File: config.mk
export PLATFORM = sky130hd
export DESIGN_NAME = ebra_arbiter
export DESIGN_NICKNAME = d
export VERILOG_FILES = /design/src/pkg/ebra_pkg.sv /design/src/pkg/ebra_req_if.sv /design/src/design/ebra_arbiter.sv /design/src/design/ebra_prio.sv
export VERILOG_INCLUDE_DIRS = /design/src /design/src/pkg
export SDC_FILE = /design/constraint.sdc
export NUM_CORES = 1
export LEC_CHECK = 0
export BUFFER_PORTS_ARGS = -buffer_cell sky130_fd_sc_hd__buf_4
export CAP_MARGIN = 10
export CORE_MARGIN = 10
export CORE_UTILIZATION = 45
export CTS_CLUSTER_DIAMETER = 80
export DETAILED_ROUTE_END_ITERATION = 8
export PLACE_DENSITY = 0.68
export SYNTH_ARGS = -nofsm -noshare
export SYNTH_HDL_FRONTEND = slang
export SYNTH_HIERARCHICAL = 1
export SYNTH_SLANG_ARGS = --single-unit
File: constraint.sdc
create_clock -name I_CLK -period 2.85 [get_ports I_CLK]
set_input_delay 0.1425 -clock I_CLK [delete_from_list [all_inputs] [get_ports I_CLK]]
set_output_delay 0.1425 -clock I_CLK [all_outputs]
set_load 0.01 [all_outputs]
File: src/pkg/ebra_regs.svh
`ifndef EBRA_REGS_SVH
`define EBRA_REGS_SVH

// ****************************************************************
// Timing, in half bus states
// ****************************************************************
// One bus state is two half-state ticks
`define EBRA_HALF_PER_STATE    2
// Request sampled half a state before the end of a cycle (count 2, end at 1)
`define EBRA_SAMPLE_STATES     1
`define EBRA_SAMPLE_TICKS      (`EBRA_SAMPLE_STATES * `EBRA_HALF_PER_STATE)
// Acknowledge one and a half states after the last cycle ends
`define EBRA_ACK_HALF_STATES   3
`define EBRA_ACK_TICKS         `EBRA_ACK_HALF_STATES

// ****************************************************************
// Internal requester slots, lowest index wins
// ****************************************************************
`define EBRA_SLOTS             3
`define EBRA_IDX_REF           0
`define EBRA_IDX_DMA           1
`define EBRA_IDX_CPU           2

`endif

File: src/pkg/ebra_pkg.sv
package ebra_pkg;

    typedef enum logic [1:0] {
        EBRA_ST_IDLE,
        EBRA_ST_CYCLE,
        EBRA_ST_ACKWAIT,
        EBRA_ST_RELEASED
    } ebra_state_e;

    typedef logic [4:0] ebra_tick_t;

endpackage

File: src/pkg/ebra_req_if.sv
`timescale 1ns/1ps
`default_nettype none

interface ebra_req_if #(
    parameter int N = 3
);
    logic [N-1:0] req;
    logic [N-1:0] gnt;

    modport arb  (output req, input  gnt);
    modport prio (input  req, output gnt);
endinterface

`default_nettype wire

File: src/design/ebra_arbiter.sv
// Behaviour
// External request beats refresh, DMA, then CPU
// Master uses request input, watches acknowledge only
// Finish running cycle, then release and acknowledge
// Refresh while released raises the acknowledge
// Bus stays released while request stays low
// On request high: retake, refresh first, resume
// Master drops request soon after acknowledge rises
// Refresh at release: acknowledge high, still release
// Master times out missing acknowledge, drops request
// System avoids request and refresh collisions
// Master captures acknowledge in one flip-flop
// Sample request one state before cycle end; code samples half a state before
// Acknowledge one and a half states after end
// Late request waits through the following cycle
// Latency bounded by group plus 4.5 states
// Never release inside one logical bus cycle
// Test-and-set read and write stay together
// Refresh and following cycle stay together
// No internal cycles while bus is released
`timescale 1ns/1ps
`default_nettype none
`include "ebra_regs.svh"

module ebra_arbiter
    import ebra_pkg::*;
#(
    parameter int HALF_CLKS  = 1,
    parameter int LEN_W      = 4,
    parameter int REF_STATES = 2
) (
    // Clock and reset
    input  wire logic             I_CLK,
    input  wire logic             I_RST,
    // External master
    input  wire logic             I_BUS_REQUEST_N,
    output logic                  O_BUS_ACK_N,
    output logic                  O_BUS_OE_N,
    // Refresh timer
    input  wire logic             I_REFRESH_REQ,
    output logic                  O_REFRESH_GNT,
    // DMA controller
    input  wire logic             I_DMA_REQ,
    input  wire logic [LEN_W-1:0] I_DMA_LEN,
    input  wire logic             I_DMA_LOCK,
    output logic                  O_DMA_GNT,
    // CPU
    input  wire logic             I_CPU_REQ,
    input  wire logic [LEN_W-1:0] I_CPU_LEN,
    input  wire logic             I_CPU_LOCK,
    output logic                  O_CPU_GNT,
    // Cycle status
    output logic                  O_CYCLE_END
);

    // ****************************************************************
    // Half-state tick divider
    // ****************************************************************
    logic [7:0]  div_q;
    logic        tick;

    assign tick = (div_q == 8'(HALF_CLKS - 1));

    always_ff @(posedge I_CLK or posedge I_RST) begin
        if (I_RST) begin
            div_q <= 8'h00;
        end else begin
            div_q <= tick ? 8'h00 : div_q + 8'h01;
        end
    end

    // ****************************************************************
    // State
    // ****************************************************************
    ebra_state_e             state_q, state_d;
    ebra_tick_t              cnt_q, cnt_d;
    logic                    lock_q, lock_d;
    logic                    rel_pend_q, rel_pend_d;
    logic                    ref_pend_q;
    logic [`EBRA_SLOTS-1:0]  own_q, own_d;
    logic                    ack_n_q, ack_n_d;
    logic                    oe_n_q, oe_n_d;
    logic                    end_q;

    // ****************************************************************
    // Priority among internal requesters
    // ****************************************************************
    ebra_req_if #(.N(`EBRA_SLOTS)) rq ();

    ebra_prio #(.N(`EBRA_SLOTS)) u_prio (
        .rq (rq)
    );

    wire       in_cycle   = (state_q == EBRA_ST_CYCLE);
    wire       cycle_end  = tick && in_cycle && (cnt_q == ebra_tick_t'(1));
    wire       sample_pt  = tick && in_cycle && (cnt_q == ebra_tick_t'(`EBRA_SAMPLE_TICKS));
    // Inside a locked group a refresh may not slip in before the tail
    wire       ref_ok     = ref_pend_q && !(cycle_end && lock_q);
    assign rq.req = {I_CPU_REQ, I_DMA_REQ, ref_ok};
    wire       any_req    = |rq.req;
    wire [LEN_W-1:0] sel_len =
        rq.gnt[`EBRA_IDX_REF] ? LEN_W'(REF_STATES) :
        rq.gnt[`EBRA_IDX_DMA] ? I_DMA_LEN : I_CPU_LEN;
    wire [LEN_W-1:0] eff_len  = (sel_len == '0) ? LEN_W'(1) : sel_len;
    wire ebra_tick_t start_cnt = ebra_tick_t'(eff_len * `EBRA_HALF_PER_STATE);
    wire       sel_lock   = rq.gnt[`EBRA_IDX_REF] |
                            (rq.gnt[`EBRA_IDX_DMA] & I_DMA_LOCK) |
                            (rq.gnt[`EBRA_IDX_CPU] & I_CPU_LOCK);
    wire       ext_req    = !I_BUS_REQUEST_N;

    // ****************************************************************
    // Next state
    // ****************************************************************
    always_comb begin
        state_d    = state_q;
        cnt_d      = cnt_q;
        lock_d     = lock_q;
        rel_pend_d = rel_pend_q;
        own_d      = own_q;
        ack_n_d    = ack_n_q;
        oe_n_d     = oe_n_q;
        case (state_q)
            EBRA_ST_IDLE: begin
                if (tick && ext_req) begin
                    // Between cycles: the bus is free, release straight away
                    state_d = EBRA_ST_ACKWAIT;
                    cnt_d   = ebra_tick_t'(`EBRA_ACK_TICKS);
                    oe_n_d  = 1'b1;
                end else if (tick && any_req) begin
                    state_d    = EBRA_ST_CYCLE;
                    cnt_d      = start_cnt;
                    lock_d     = sel_lock;
                    own_d      = rq.gnt;
                    rel_pend_d = 1'b0;
                    oe_n_d     = 1'b0;
                end
            end
            EBRA_ST_CYCLE: begin
                if (sample_pt) begin
                    rel_pend_d = ext_req;
                end
                if (tick) begin
                    cnt_d = cnt_q - ebra_tick_t'(1);
                end
                if (cycle_end) begin
                    own_d = '0;
                    if (!lock_q && rel_pend_q) begin
                        state_d = EBRA_ST_ACKWAIT;
                        cnt_d   = ebra_tick_t'(`EBRA_ACK_TICKS);
                        oe_n_d  = 1'b1;
                    end else if (any_req) begin
                        // Locked group keeps the bus for its tail
                        state_d    = EBRA_ST_CYCLE;
                        cnt_d      = start_cnt;
                        lock_d     = sel_lock;
                        own_d      = rq.gnt;
                        rel_pend_d = lock_q ? rel_pend_q : 1'b0;
                    end else begin
                        state_d = EBRA_ST_IDLE;
                    end
                end
            end
            EBRA_ST_ACKWAIT: begin
                if (tick) begin
                    cnt_d = cnt_q - ebra_tick_t'(1);
                    if (cnt_q == ebra_tick_t'(1)) begin
                        state_d    = EBRA_ST_RELEASED;
                        // Refresh colliding with release leaves ack high
                        ack_n_d    = ref_pend_q;
                        rel_pend_d = 1'b0;
                    end
                end
            end
            EBRA_ST_RELEASED: begin
                ack_n_d = ref_pend_q;
                if (tick && !ext_req) begin
                    state_d = EBRA_ST_IDLE;
                    ack_n_d = 1'b1;
                    oe_n_d  = 1'b0;
                end
            end
            default: begin
                state_d = EBRA_ST_IDLE;
            end
        endcase
    end

    // ****************************************************************
    // Registers
    // ****************************************************************
    wire ref_start = (state_d == EBRA_ST_CYCLE) && own_d[`EBRA_IDX_REF] &&
                     !own_q[`EBRA_IDX_REF];

    always_ff @(posedge I_CLK or posedge I_RST) begin
        if (I_RST) begin
            state_q    <= EBRA_ST_IDLE;
            cnt_q      <= '0;
            lock_q     <= 1'b0;
            rel_pend_q <= 1'b0;
            own_q      <= '0;
            ack_n_q    <= 1'b1;
            oe_n_q     <= 1'b0;
            end_q      <= 1'b0;
            ref_pend_q <= 1'b0;
        end else begin
            state_q    <= state_d;
            cnt_q      <= cnt_d;
            lock_q     <= lock_d;
            rel_pend_q <= rel_pend_d;
            own_q      <= own_d;
            ack_n_q    <= ack_n_d;
            oe_n_q     <= oe_n_d;
            end_q      <= cycle_end;
            // New request wins over the clear in the same cycle
            ref_pend_q <= I_REFRESH_REQ || (ref_pend_q && !ref_start);
        end
    end

    // Grants exist only in a cycle, never while released
    assign O_REFRESH_GNT = own_q[`EBRA_IDX_REF];
    assign O_DMA_GNT     = own_q[`EBRA_IDX_DMA];
    assign O_CPU_GNT     = own_q[`EBRA_IDX_CPU];
    assign O_BUS_ACK_N   = ack_n_q;
    assign O_BUS_OE_N    = oe_n_q;
    assign O_CYCLE_END   = end_q;
endmodule

`default_nettype wire

File: src/design/ebra_prio.sv
`timescale 1ns/1ps
`default_nettype none

// Fixed priority pick: the lowest set request index wins, one-hot out
module ebra_prio #(
    parameter int N = 3
) (
    ebra_req_if.prio rq
);
    logic [N-1:0] below;

    generate
        for (genvar i = 0; i < N; i++) begin : g_pick
            if (i == 0) begin : g_first
                assign below[i] = 1'b0;
            end else begin : g_rest
                assign below[i] = below[i-1] | rq.req[i-1];
            end
            assign rq.gnt[i] = rq.req[i] & ~below[i];
        end
    endgenerate
endmodule

`default_nettype wire

==> metrics, run 1 <==
via count ~1900; DRC viols 0; Via density 6.18; placed cell areas around 2200 µm²; crit start category flip-flop; most frequent cells in the layout buf_4, dfrtp_1, nor2_1; multiplexer share of the synthesized area 3.19%; Worst path max stage delay about 0.5 ns; most frequent CP cell buf_4; commonest non-fill, non-tap cell in the layout buf_4; Max Clock Skew 0.00403 ns; I/O Pins 22; Synth Area in Simple Gates between 20% and 30%; Layout area overhead 23.4%; Setup CP Type reg -> reg; remaining antenna violation count 0; row count 23; Crit-path slowest cell or4b_4; Post-Synth XOR/XNOR Area around 3.2%; total track usage between 10% and 20%; Synth Register Bits 24; Max Cap Viol 0; htree depth 1; Die Wd 85.4 µm; crit end category flip-flop; antenna diode count 0; worst slack, placed about 0.11 ns; Routed WL 5610 µm; Final Net Count between 200 and 300; first drt pass iteration count 4; hold bufs inserted after CTS 0; sequential cell area fraction in the yosys report ~31%; R2R Setup Slk between 0.2 and 0.25 ns; Tot Pwr 2.17 mW; Post-synth EDFFs 0; share of layout cells above drive strength 1 between 20% and 30%; fmax 378 MHz; utilization after layout 58.5%; wire per inst 18.3 µm; CTS clk-pin slew, worst paths around 0.090 ns; WP data required ~3.0 ns; Post-DP HPWL roughly 4300 µm; clk buf depth 2; largest net degree at the start of global routing 25; final setup margin around 0.20 ns; PD cells between 900 and 1000 nW/µm²; Worst-Margin Slew roughly 0.96 ns; Compound-Gate Fraction of Synth Area 24.3%; largest family of logic cells by synthesized area simple AND/OR/NAND/NOR gates; status finished clean; arrival time of the worst setup path 2.80 ns; cell-by-cell trace of the critical path inv_1, ha_1, or4b_4, nor3_4, a31oi_1, nor2b_1, buf_4, buf_4, mux2i_1, o22ai_2, nor3_1, a211oi_2; Die Ht about 85 µm; GPL Wtd Cong around 0.95; Post-Syn Area per Cell between 8 and 9 µm²; minimum clock period roughly 2.6 ns; initial antenna violation count 0; Sink Count 24; Max IR drop VDD roughly 0.00062 V; Worst slew margin between 30% and 40%; number of global-route vias before repair around 1900; core box area 4060 µm²; worst min-delay path category in -> async; Gate Count Post-Synth 216; first-pass GRT wire length around 9300 µm; asr flop ratio synth 100%; DIE AREA 7290 µm²; IO buf count 21; CTS tree built; period utilisation layout roughly 93%; Num CTS Buffers 3; 1st-iter DRT viols about 170; setup_tns 0 ns; Mapped Area 1920 µm²; Setup violations, final 0; Skew-Pair Late Insertion Delay between 0.2 and 0.3 ns; number of distinct library cells after synthesis 63; static leakage between 1 and 1.5 nW; dominant synthesized flop cell dfrtp_1; syn nets about 240; final hold violations 0; initial core utilization about 47%; total grt overflow 0; Final Max Slew Viols 0; Yosys warnings 6; final instance area roughly 2400 µm²; Root Buffer clkbuf_8; Max FO, Critical Path 8; Synth Area in Adders under 10%
through the flow:
stage | instances | hold slack (ns)
6_report | 307 | 0.0844
5_1_grt | 307 | 0.110
4_1_cts | 303 | 0.103
3_5_place_dp | 299 | 0.388
3_3_place_gp | 299 | 0.376
2_1_floorplan | 216 | 0.156
state kept, by name, summed over array words and instances, names as in the netlist:
signal and cells:
O_CYCLE_END 1, lock_q 1, cnt_q 5, O_BUS_ACK_N 1, O_BUS_OE_N 1, own_q 3
div_q 8, ref_pend_q 1, state_q 2, rel_pend_q 1
routing by layer:
metal | global-route usage [%] | routed length [µm]
met5 | 0 | 0
met1 | 18.9 | 2390
met3 | 2.39 | 370
met4 | 4.04 | 76
met2 | 25.8 | 2780
Yosys cell counts (3+ instances only):
cell	n	area [µm²]
a21oi_1	7	35.0
nor2b_1	4	25.0
and3_1	3	18.8
nor3_1	6	30.0
o211ai_1	4	30.0
o31ai_1	5	37.5
clkbuf_1	5	18.8
inv_1	14	52.6
ha_1	9	113
a31oi_1	7	43.8
nand3_1	12	60.1
nand2_1	8	30.0
nand4_1	5	31.3
o21ai_0	12	60.1
and2_1	3	18.8
nor2_1	16	60.1
mux2i_1	5	50.1
or3_1	3	18.8
or4_1	3	22.5
xnor2_1	6	52.6
dfrtp_1	23	576
a311oi_1	4	35.0
cell families (layout without fill, tap and decap cells):
| kind of cell | count (synthesis) | count (layout) |
|---|---|---|
| and+or+nand+nor | 83 | 83 |
| muxes | 6 | 6 |
| xor gates and xnor gates | 7 | 7 |
| adders and majority gates | 9 | 9 |
| DFF | 24 | 24 |
| buffers and inverters | 23 | 64 |
| AOI/OAI and AO/OA | 64 | 64 |
cell type report:
| class | count | area [µm²] |
|---|---|---|
| well taps | 50 | 62.6 |
| inverters | 14 | 52.6 |
| flip-flops and latches | 24 | 602 |
| clock buffers | 3 | 41.3 |
| clock inverters | 1 | 30.0 |
| fillers | 355 | 1690 |
| multi-input cells | 169 | 1240 |
| repair buffers | 46 | 345 |
final timing paths:
check | start | end | depth (start not counted)
max | cnt_q[1] | cnt_q[1] | 12
min | I_RST | O_BUS_OE_N | 2
max reg2reg | cnt_q[1] | cnt_q[1] | 12
min reg2reg | div_q[0] | div_q[0] | 1
max in group asynchronous | I_RST | cnt_q[3] | 2
min in group I_CLK | I_REFRESH_REQ | ref_pend_q | 2
critical path: cells and delay by family, from the launching register on:
family	cells	cell delay, ns
buffers and inverters	3	0.37
multiplexers	1	0.22
AO/OA/AOI/OAI	3	0.33
flip-flops	1	0.39
AND/OR/NAND/NOR	4	1.06
adder cells (fa/ha/maj)	1	0.16
power breakdown:
| part | internal, mW | leakage, nW | switching [mW] | total (mW) |
|---|---|---|---|---|
| combinational | 0.563 | 0.696 | 0.796 | 1.36 |
| clock | 0.188 | 0.0357 | 0.117 | 0.305 |
| sequential | 0.430 | 0.307 | 0.0720 | 0.502 |
repair_timing:
action | in CTS | in global routing
endpoints found under the setup margin | 0 | 2
setup buffers | 0 | 4
resized for setup | 0 | 4
endpoints found under the hold margin | 0 | 0
(Power assumes the default switching activity.)
==> run 2: changes to the inputs <==
Settings changed: BUFFER_PORTS_ARGS -buffer_cell sky130_fd_sc_hd__buf_4 to not set, DONT_BUFFER_PORTS set to 1, MAX_ROUTING_LAYER set to met4, PLACE_DENSITY 0.68 to 0.63.
==> run 2 against run 1 <==
Compared with the run above: the run now ends with negative hold slack left; power fell by 1.3%; first-iteration DRC count rose by 24%; worst setup slack got worse by 0.051 ns; cell count fell by 7.2%; cell area fell by 6.5%; utilization fell by 3.8 points; worst hold slack got worse by 0.085 ns; global-route usage rose by 0.46 points; sequential power rose by 4.2%; sequential share of layout area rose by 1.8 points; clock skew rose by 0.0014 ns; critical path depth did not move; critical path type unchanged; largest cell class unchanged.
==> metrics, run 2 (same netlist as run 1, synthesis figures left out) <==
status finished with violations; violated checks negative hold slack; final instance area between 2000 and 2500 µm²; Top reg by flops div_q; Max Clock Skew roughly 0.0054 ns; placed cell areas around 2100 µm²; initial core utilization between 40% and 50%; PD cells just under 1000 nW/µm²; Setup violations, final 0; Setup CP Type reg -> reg; row count 23; largest net degree at the start of global routing 25; final hold violations 1; CTS tree built; worst min-delay path category in -> reg; dpl cells approximately 280; Worst slew margin 35.7%; setup_tns 0 ns; Worst-Margin Slew 0.963 ns; Die Wd around 85 µm; Layout area overhead 15.4%; GPL Wtd Cong 0.966; I/O Pins 22; Die Ht 85.4 µm; final setup margin roughly 0.15 ns; static leakage approximately 0.93 nW; share of layout cells above drive strength 1 between 20% and 30%; via count 1948; number of global-route vias before repair approximately 1900; DIE AREA roughly 7300 µm²; initial antenna violation count 0; total grt overflow 0; arrival time of the worst setup path 2.88 ns; antenna diode count 0; post-route insts no fill about 290; wire per inst roughly 20 µm; htree depth 1; Num CTS Buffers 3; Via density a little under 7; utilization after layout a little over half; Max Cap Viol 0; Final Max Slew Viols 0; IO buf count 0; CTS clk-pin slew, worst paths ~0.090 ns; WP data required approximately 3 ns; largest registers div_q x8, cnt_q x5, own_q x3; fmax approximately 370 MHz; first drt pass iteration count 5; Final Net Count around 260; crit end category flip-flop; WHS -0.000707 ns; R2R Setup Slk between 0.15 and 0.2 ns; most frequent cells in the layout dfrtp_1, buf_4, nor2_1; RSZ-0062 raised after global routing false; Max FO, Critical Path 8; clk buf depth 2; period utilisation layout between 90% and 100%; Post-DP HPWL roughly 4300 µm; Routed WL around 5800 µm; minimum clock period about 2.7 ns; DRC viols 0; first-pass GRT wire length 9240 µm; total track usage 15.5%; 1st-iter DRT viols 214; crit start category flip-flop; Max IR drop VDD roughly 0.00065 V; Sink Count 24; worst slack, placed between 0.04 and 0.05 ns; core box area approximately 4100 µm²; Skew-Pair Late Insertion Delay approximately 0.28 ns; Root Buffer clkbuf_8; remaining antenna violation count 0; Largest register FFs 8
-- run 2: worst paths after layout --
check,from,endpoint,depth (start not counted)
max,cnt_q[1],cnt_q[1],12
max reg2reg,cnt_q[1],cnt_q[1],12
max in group asynchronous,I_RST,cnt_q[1],2
min,I_REFRESH_REQ,ref_pend_q,1
min in group asynchronous,I_RST,state_q[0],2
min reg2reg,div_q[0],div_q[0],1
-- run 2: where the power goes --
part / switching (mW) / internal [mW]
combinational: 0.796 / 0.506
clock: 0.123 / 0.188
sequential: 0.0930 / 0.430
-- run 2: layout make-up --
class | count | area, µm²
Fill cell | 369 | 1840
Timing Repair Buffer | 24 | 183
Clock buffer | 3 | 41.3
Tap cell | 50 | 62.6
Inverter | 14 | 52.6
Sequential cell | 24 | 602
Multi-Input combinational cell | 169 | 1250
Clock inverter | 1 | 30.0
-- run 2: per-layer routing --
metal  wire, µm  vias up  part of all wire (%)  global-route usage [%]
met2       2860      137                    49                    25.7
met5          0        -                     0                       -
met1       2250      915                    39                    17.0
met4        204        0                   3.5                    7.34
li1           -      868                     -                       -
met3        480       28                   8.3                    3.82
-- run 2: stage by stage --
stage                     hold slack, ns  total power [mW]
after floorplan                    0.156              1.41
after global placement             0.278              1.72
after detailed placement           0.286              1.76
after CTS                       0.000200              2.08
after global routing              0.0184              2.28
final                          -0.000707              2.14
-- run 2: timing repair --
| item | 4_1_cts | 5_1_grt |
|---|---|---|
| hold buffers | 1 | 0 |
| setup endpoints to repair | 0 | 2 |
| resized for setup | 0 | 6 |
| buffers inserted | 0 | 5 |
| hold endpoints to repair | 14 | 0 |
-- run 2: worst max-delay path: stages (launching register included) --
cell and delay [ns]:
dfrtp_1 0.39, inv_1 0.10, ha_2 0.20, or4b_4 0.50, nor3_4 0.16, a31oi_1 0.13
nor2b_1 0.14, buf_4 0.18, mux2i_1 0.20, nor2_1 0.08, o22ai_2 0.20, o211ai_1 0.12
a211oi_1 0.21
